`config.mk`:
```
export PLATFORM = sky130hd
export DESIGN_NAME = controller_end_flat
export DESIGN_NICKNAME = d
export VERILOG_FILES = /design/src/chan_pkg.sv /design/src/chan_link_if.sv /design/src/controller_end.sv /design/src/flat_wrapper.sv
export SDC_FILE = /design/constraint.sdc
export NUM_CORES = 1
export LEC_CHECK = 0
export BUFFER_PORTS_ARGS = -buffer_cell sky130_fd_sc_hd__buf_2
export CORE_AREA = 2 2 121 240
export CTS_BUF_LIST = sky130_fd_sc_hd__clkbuf_4
export CTS_CLUSTER_DIAMETER = 30
export DETAILED_ROUTE_END_ITERATION = 8
export DIE_AREA = 0 0 123 242
export PLACE_DENSITY = 0.74
export SETUP_SLACK_MARGIN = 0.2
export SYNTH_ARGS = -nofsm -noshare
export SYNTH_HDL_FRONTEND = slang
export SYNTH_SLANG_ARGS = --single-unit
export TNS_END_PERCENT = 1
```
`constraint.sdc`:
```
create_clock -name i_mclk -period 1.9 [get_ports i_mclk]
set_clock_uncertainty 0.1 [all_clocks]
set_input_delay 0.19 -clock i_mclk [delete_from_list [all_inputs] [get_ports i_mclk]]
set_output_delay 0.19 -clock i_mclk [all_outputs]
set_load 0.005 [all_outputs]
```
`src/chan_pkg.sv`:
```
// shared constants for the channel command/condition byte link
package chan_pkg;
  // ==========================================================
  // sizes
  localparam int CH_N   = 4;
  localparam int BYTE_W = 8;
  localparam int WORD_W = 16;
  localparam int REG_AW = 6;
  localparam int REG_N  = 64;
  localparam int CMD_W  = CH_N * BYTE_W;
  localparam int DAT_W  = CH_N * WORD_W;
  // ==========================================================
  // command and condition byte fields
  localparam int MODE_BIT = 7;
  localparam int DIR_BIT  = 6;
  localparam int ERR_BIT  = 6;
  localparam int NUM_MSB  = 5;
  localparam int LIM2_LSB = 4;
  localparam int LIM1_LSB = 2;
  localparam int OVR_BIT  = 1;
  localparam int UND_BIT  = 0;
  typedef enum logic [1:0] {
    LIM_OFF   = 2'b00,
    LIM_BELOW = 2'b01,
    LIM_ABOVE = 2'b10,
    LIM_EQUAL = 2'b11
  } limit_state_type;
  // ==========================================================
  // per-channel parameter registers
  localparam logic [REG_AW-1:0] REG_RAW     = 6'h00;
  localparam logic [REG_AW-1:0] REG_DIAG    = 6'h06;
  localparam logic [REG_AW-1:0] REG_RO_LO   = 6'h08;
  localparam logic [REG_AW-1:0] REG_RO_HI   = 6'h0d;
  localparam logic [REG_AW-1:0] REG_OVR_LIM = 6'h15;
  localparam logic [REG_AW-1:0] REG_UND_LIM = 6'h16;
  localparam logic [REG_AW-1:0] REG_FEATURE = 6'h20;
  localparam logic [REG_AW-1:0] REG_LIM1    = 6'h23;
  localparam logic [REG_AW-1:0] REG_LIM2    = 6'h24;
  localparam logic [WORD_W-1:0] OVR_RST     = 16'h0fff;
  localparam logic [WORD_W-1:0] FEATURE_RST = 16'h0906;
  localparam int FEAT_LIM1_BIT = 14;
  localparam int FEAT_LIM2_BIT = 15;
  // ==========================================================
  // controller register map (apb byte addresses)
  localparam int APB_AW = 8;
  localparam logic [APB_AW-1:0] ADDR_CTRL   = 8'h00;
  localparam logic [APB_AW-1:0] ADDR_CMD    = 8'h04;
  localparam logic [APB_AW-1:0] ADDR_OUT_LO = 8'h08;
  localparam logic [APB_AW-1:0] ADDR_OUT_HI = 8'h0c;
  localparam logic [APB_AW-1:0] ADDR_STAT   = 8'h10;
  localparam logic [APB_AW-1:0] ADDR_IN_LO  = 8'h14;
  localparam logic [APB_AW-1:0] ADDR_IN_HI  = 8'h18;
  localparam logic [APB_AW-1:0] ADDR_FLAGS  = 8'h1c;
  localparam int CTRL_CYCLIC_BIT = 0;
  localparam int CTRL_START_BIT  = 1;
  localparam int FLAG_BUSY_BIT   = 0;
  localparam int FLAG_DONE_BIT   = 1;
  localparam int FLAG_ACK_LSB    = 2;
  // ==========================================================
  // controller exchange sequencer
  typedef enum logic [1:0] {
    ST_IDLE = 2'b00,
    ST_REQ  = 2'b01,
    ST_WAIT = 2'b11
  } xchg_state_type;
endpackage

```
`src/chan_link_if.sv`:
```
// process image link between controller and terminal
`timescale 1ns/1ps
interface chan_link_if import chan_pkg::*; ();
  logic             req;  // exchange request pulse
  logic [CMD_W-1:0] cmd;  // command bytes, channel 1 low
  logic [DAT_W-1:0] dout; // output data words
  logic             resp; // exchange answer pulse
  logic [CMD_W-1:0] stat; // condition bytes
  logic [DAT_W-1:0] din;  // input data words
  modport controller (output req, cmd, dout, input resp, stat, din);
  modport terminal (input req, cmd, dout, output resp, stat, din);
endinterface

```
`src/controller_end.sv`:
```
// controller end: apb registers driving the process image exchange
`timescale 1ns/1ps
module controller_end import chan_pkg::*; (
  // clock, reset, enable
  input  wire logic              i_mclk,
  input  wire logic              i_rst_n,
  input  wire logic              i_ce,
  // apb slave
  input  wire logic              i_psel,
  input  wire logic              i_penable,
  input  wire logic              i_pwrite,
  input  wire logic [APB_AW-1:0] i_paddr,
  input  wire logic [31:0]       i_pwdata,
  output logic      [31:0]       o_prdata,
  output logic                   o_pready,
  output logic                   o_pslverr,
  // link to the terminal
  chan_link_if.controller        lnk
);

  // ==========================================================
  // registers
  logic             cyclic_r;
  logic [CMD_W-1:0] cmd_r;
  logic [DAT_W-1:0] out_r;
  logic [CMD_W-1:0] cmd_l_r;
  logic [DAT_W-1:0] out_l_r;
  logic [CMD_W-1:0] stat_r;
  logic [DAT_W-1:0] in_r;
  logic             done_r;
  logic [CH_N-1:0]  ack_r;
  logic             req_r;
  xchg_state_type   st_r;
  xchg_state_type   st_nxt;

  // ==========================================================
  // apb decode
  wire logic        acc;
  wire logic        wr;
  wire logic        start;
  wire logic        capture;
  wire logic        mapped;
  wire logic        clr_done;
  wire logic [31:0] rd_mux;
  wire logic [CH_N-1:0] ack_nxt;

  assign acc      = i_psel & i_penable & ~o_pready;
  // writes land at the edge that completes the access
  assign wr       = i_psel & i_penable & o_pready & i_pwrite;
  assign mapped   = i_paddr <= ADDR_FLAGS && i_paddr[1:0] == 2'b00;
  assign start    = (wr && i_paddr == ADDR_CTRL &&
                     i_pwdata[CTRL_START_BIT]) || cyclic_r;
  assign capture  = st_r == ST_WAIT && lnk.resp;
  assign clr_done = wr && i_paddr == ADDR_FLAGS &&
                    i_pwdata[FLAG_DONE_BIT];
  assign rd_mux =
    (i_paddr == ADDR_CTRL)   ? {31'h0, cyclic_r} :
    (i_paddr == ADDR_CMD)    ? cmd_r :
    (i_paddr == ADDR_OUT_LO) ? out_r[31:0] :
    (i_paddr == ADDR_OUT_HI) ? out_r[63:32] :
    (i_paddr == ADDR_STAT)   ? stat_r :
    (i_paddr == ADDR_IN_LO)  ? in_r[31:0] :
    (i_paddr == ADDR_IN_HI)  ? in_r[63:32] :
    (i_paddr == ADDR_FLAGS)  ? {26'h0, ack_r, done_r,
                                st_r != ST_IDLE} :
    32'h0;

  // echo check: mode bit, and number when in register mode
  for (genvar c = 0; c < CH_N; c++) begin : g_ack
    wire logic [BYTE_W-1:0] sb;
    wire logic [BYTE_W-1:0] cb;
    assign sb = lnk.stat[c*BYTE_W +: BYTE_W];
    assign cb = cmd_l_r[c*BYTE_W +: BYTE_W];
    assign ack_nxt[c] = sb[MODE_BIT] == cb[MODE_BIT] &&
      (!cb[MODE_BIT] || sb[NUM_MSB:0] == cb[NUM_MSB:0]);
  end

  // apb answer, one wait state
  always_ff @(posedge i_mclk) begin
    if (!i_rst_n) begin
      o_pready  <= 1'b0;
      o_prdata  <= '0;
      o_pslverr <= 1'b0;
    end else if (i_ce) begin
      o_pready  <= acc;
      o_prdata  <= (acc && !i_pwrite) ? rd_mux : '0;
      o_pslverr <= acc & ~mapped;
    end
  end

  // software registers
  always_ff @(posedge i_mclk) begin
    if (!i_rst_n) begin
      cyclic_r <= 1'b0;
      cmd_r    <= '0;
      out_r    <= '0;
    end else if (i_ce && wr) begin
      case (i_paddr)
        ADDR_CTRL:   cyclic_r      <= i_pwdata[CTRL_CYCLIC_BIT];
        ADDR_CMD:    cmd_r         <= i_pwdata;
        ADDR_OUT_LO: out_r[31:0]   <= i_pwdata;
        ADDR_OUT_HI: out_r[63:32]  <= i_pwdata;
        default:     cyclic_r      <= cyclic_r;
      endcase
    end
  end

  // ==========================================================
  // exchange sequencer
  always_comb begin
    st_nxt = st_r;
    case (st_r)
      ST_IDLE: if (start) st_nxt = ST_REQ;
      ST_REQ:  st_nxt = ST_WAIT;
      ST_WAIT: if (lnk.resp) st_nxt = ST_IDLE;
      default: st_nxt = ST_IDLE;
    endcase
  end

  // latch image, request, capture answer
  always_ff @(posedge i_mclk) begin
    if (!i_rst_n) begin
      st_r    <= ST_IDLE;
      req_r   <= 1'b0;
      cmd_l_r <= '0;
      out_l_r <= '0;
      stat_r  <= '0;
      in_r    <= '0;
      ack_r   <= '0;
      done_r  <= 1'b0;
    end else if (i_ce) begin
      st_r  <= st_nxt;
      req_r <= st_r == ST_IDLE && start;
      if (st_r == ST_IDLE && start) begin
        cmd_l_r <= cmd_r;
        out_l_r <= out_r;
      end
      if (capture) begin
        stat_r <= lnk.stat;
        in_r   <= lnk.din;
        ack_r  <= ack_nxt;
      end
      done_r <= capture | (done_r & ~clr_done);
    end
  end

  assign lnk.req  = req_r;
  assign lnk.cmd  = cmd_l_r;
  assign lnk.dout = out_l_r;

endmodule // controller_end

```
`src/flat_wrapper.sv`:
```
// flat-port wrapper written by rule: the top's interface ports become plain ports
module controller_end_flat import chan_pkg::*;
  (i_mclk, i_rst_n, i_ce, i_psel, i_penable, i_pwrite, i_paddr, i_pwdata, o_prdata, o_pready, o_pslverr, lnk_req, lnk_cmd, lnk_dout, lnk_resp, lnk_stat, lnk_din);
  chan_link_if lnk_i ();
  input  wire logic i_mclk;
  input  wire logic i_rst_n;
  input  wire logic i_ce;
  input  wire logic i_psel;
  input  wire logic i_penable;
  input  wire logic i_pwrite;
  input  wire logic [APB_AW-1:0] i_paddr;
  input  wire logic [31:0] i_pwdata;
  output logic      [31:0] o_prdata;
  output logic o_pready;
  output logic o_pslverr;
  output wire logic [$bits(lnk_i.req)-1:0] lnk_req;
  output wire logic [$bits(lnk_i.cmd)-1:0] lnk_cmd;
  output wire logic [$bits(lnk_i.dout)-1:0] lnk_dout;
  input wire logic [$bits(lnk_i.resp)-1:0] lnk_resp;
  input wire logic [$bits(lnk_i.stat)-1:0] lnk_stat;
  input wire logic [$bits(lnk_i.din)-1:0] lnk_din;
  assign lnk_req = lnk_i.req;
  assign lnk_cmd = lnk_i.cmd;
  assign lnk_dout = lnk_i.dout;
  assign lnk_i.resp = lnk_resp;
  assign lnk_i.stat = lnk_stat;
  assign lnk_i.din = lnk_din;
  controller_end u_core (.i_mclk(i_mclk), .i_rst_n(i_rst_n), .i_ce(i_ce), .i_psel(i_psel), .i_penable(i_penable), .i_pwrite(i_pwrite), .i_paddr(i_paddr), .i_pwdata(i_pwdata), .o_prdata(o_prdata), .o_pready(o_pready), .o_pslverr(o_pslverr), .lnk(lnk_i));
endmodule
```
==> reports/metrics.yaml <==
outcome:
  status: "completed"
final_layout:
  fillers: 2280
  drive_above_1_share: 0.242
  area_growth_pct: 34.4
  multi_input_area_mm2: 0.00700
  layout.nets: 2356
  design_area_mm2: 0.0191
  fin_cells: 2626
  regArea_mm2: 0.00663
clock_tree:
  root_buffer: "clkbuf_4"
  htreeDepth: 3
  tritoncts: "done"
  clockBufferDepth: 3
  clock-sinks: 331
  clock_latency_ns: 0.75
  cts_buffers: 76
  clk_pin_slew_ns: 0.08
placed_design:
  hpwl_mm: 37.1
  gp_congestion: 0.934
  post-place-cells: 2346
  port_buffers: 273
  postPlaceCellArea_mm2: 0.0167
sta:
  setup_violations: 0
  worst_slew_pin_slew_ns: 0.724
  fmax_mhz: 566
  min_period_over_period: 0.930
  rsz0062_at_grt: "yes"
  slew-limit-headroom: 0.515
  hold_viol: 0
  fin_crit_ns: 1.77
  finalSetupTns_ns: 0
  slew_viol_final: 0
  hold_ws_ns: 0.0594
yosys:
  postSynthAreaPerCell_um2: 8.13
  yosysWarnings: 0
  syn_nets: 1896
  synth-simple-area-share: 0.218
  syn_area_mm2: 0.0143
  synth_top_family_by_area: "compound AO/OA/AOI/OAI gates"
  synth_flop_cell: "dfxtp_1"
  synth_compound_area_frac: 0.233
  synth_mux_area_frac: 0.0204
  synth_xor_area_frac: 0.0147
  synthCells: 1753
  ys_seq_area_frac: 0.465
  async_reset_ff_frac: 0
  synth_seq_cells: 331
  synth_edf_count: 0
  synth.distinct_cells: 60
  synthAdderAreaFrac: 0
floorplan:
  start_util: 0.507
  fp.coreArea_mm2: 0.0281
  pin_count: 274
  die-height_um: 242
  dieArea_mm2: 0.0298
  die_x_um: 123
  rows: 87
setup_path:
  start_kind: "flop"
  r2r-start: "u_core.o_pready"
  cp.arrival_ns: 2.31
  cp.required_ns: 2.45
  worstSetupPathType: "reg2reg"
  cp-startpoint: "u_core.o_pready"
  worst_r2r_path_depth: 7
  cp-end-kind: "flop"
  rr_endpoint: "u_core.lnk.cmd[26]"
  r2r_slack_ns: 0.13
  crit_fanout: 18
min_path:
  min_from: "i_paddr[6]"
  min_to: "u_core.o_prdata[30]"
  hold_depth: 6
  hold_class: "in2reg"
detailed_routing:
  postRouteAntennaNets: 0
  wirelength_mm: 54.9
  wl_per_cell_um: 20.9
  drt_drc_violations_left: 0
  dr.pass1.iters: 6
  vias_per_cell: 5.76
  drt_iter0_drc: 1250
  vias: 15116
global_routing:
  gr-total-overflow: 0
  grt_first_pass_wirelength_mm: 82.2
  grt_pass1_vias: 14793
  grt_max_degree: 99
  track_usage: 0.363
  antenna_found_initial: 2
power_and_ir_drop:
  p_per_area_mw_per_mm2: 708
  leakage_nw: 7.56
  total_power_mw: 13.6
  ir_drop_mv: 0.537
job:
  drv_cap: 0
-- registers in the layout, indices dropped and copies added (netlist names) --
| name | flops |
|---|---|
| u_core.ack_r | 4 |
| u_core.cmd_r | 32 |
| u_core.cyclic_r | 1 |
| u_core.done_r | 1 |
| u_core.in_r | 64 |
| u_core.lnk.cmd | 32 |
| u_core.lnk.dout | 64 |
| u_core.lnk.req | 1 |
| u_core.o_prdata | 32 |
| u_core.o_pready | 1 |
| u_core.o_pslverr | 1 |
| u_core.out_r | 64 |
| u_core.st_r | 2 |
| u_core.stat_r | 32 |
-- cell type report --
type                    instances  area share
well taps                     356      0.0233
multi-input cells            1270       0.366
clock inverters                17     0.00366
diodes                          2    0.000261
flip-flops and latches        331       0.346
repair buffers                531       0.215
clock buffers                 116      0.0455
inverters                       3    0.000588
-- worst max-delay path by stage --
stage / endpoint / slack (ns)
2_1_floorplan: u_core.o_prdata[1] / 0.04
6_report: u_core.lnk.cmd[26] / 0.13
5_1_grt: u_core.lnk.cmd[26] / 0.05
3_5_place_dp: u_core.o_prdata[4] / -0.17
3_3_place_gp: u_core.o_prdata[5] / -0.20
4_1_cts: u_core.ack_r[2] / 0.13
-- per-layer routing --
layer / vias to the layer above / track usage / wire, um
met3: 232 / 0.0694 / 3910
met4: 0 / 0.270 / 4350
met1: 7107 / 0.383 / 18700
li1: 6980 / - / -
met2: 797 / 0.622 / 27900
met5: - / 0 / 0
-- where the power goes --
part           internal, mW  switching, mW
registers              6.93        0.00124
clock network          2.78           2.84
logic                 0.498          0.500
-- synth_stat cells (all sizes together) (8+ instances only) --
cell | n | area, um2
nand2 | 517 | 1940
dfxtp | 331 | 6630
a21boi | 211 | 1580
o21ai | 159 | 796
nand3 | 114 | 571
clkbuf | 102 | 390
buf | 47 | 290
nor2 | 44 | 170
a21oi | 26 | 130
a32o | 25 | 250
mux2i | 20 | 200
o221ai | 16 | 140
nor2b | 12 | 75.1
xnor2 | 12 | 105
xor2 | 12 | 105
a221o | 8 | 80.1
mux2 | 8 | 90.1
nand2b | 8 | 50.1
nor3 | 8 | 76.3
-- cell families after synthesis --
family	count (synthesis)
simple gates	729
xor+xnor	24
buf+inv	152
compound gates	489
flops	331
mux	28
-- metrics by stage --
step	utilization	setup slack (ns)
after floorplan	-	0.0415
after global placement	0.594	-0.200
after detailed placement	0.594	-0.174
after CTS	0.678	0.128
after global routing	0.682	0.0527
final	0.682	0.133
-- repair_timing --
action | CTS | global route
pin swaps | 4 | 4
endpoints found under the hold margin | 275 | 0
endpoints found under the setup margin | 218 | 196
hold buffers | 136 | 0
resized for setup | 7 | 6
setup buffers | 3 | 3
cloned | 1 | 2
-- critical path, cell delays in order (launching register included) --
cell     delay (ns)
dfxtp_2        0.35
and4_4         0.25
a41oi_2        0.18
nor2_4         0.19
buf_4          0.21
buf_12         0.16
nand3_1        0.10
o21ai_0        0.11
-- cell usage in the layout (no fill, tap or decap), types with 79 or more instances in the layout --
cell / synthesis / routed
nand2_1: 517 / 516
dfxtp_1: 331 / 329
buf_2: 34 / 272
dlygate4sd3_1: 0 / 136
a21boi_0: 134 / 132
clkbuf_4: 0 / 116
nand3_1: 114 / 114
o21ai_0: 90 / 90
buf_4: 1 / 85
a21boi_1: 77 / 79
No activity file was read; power rests on OpenSTA's default activity.
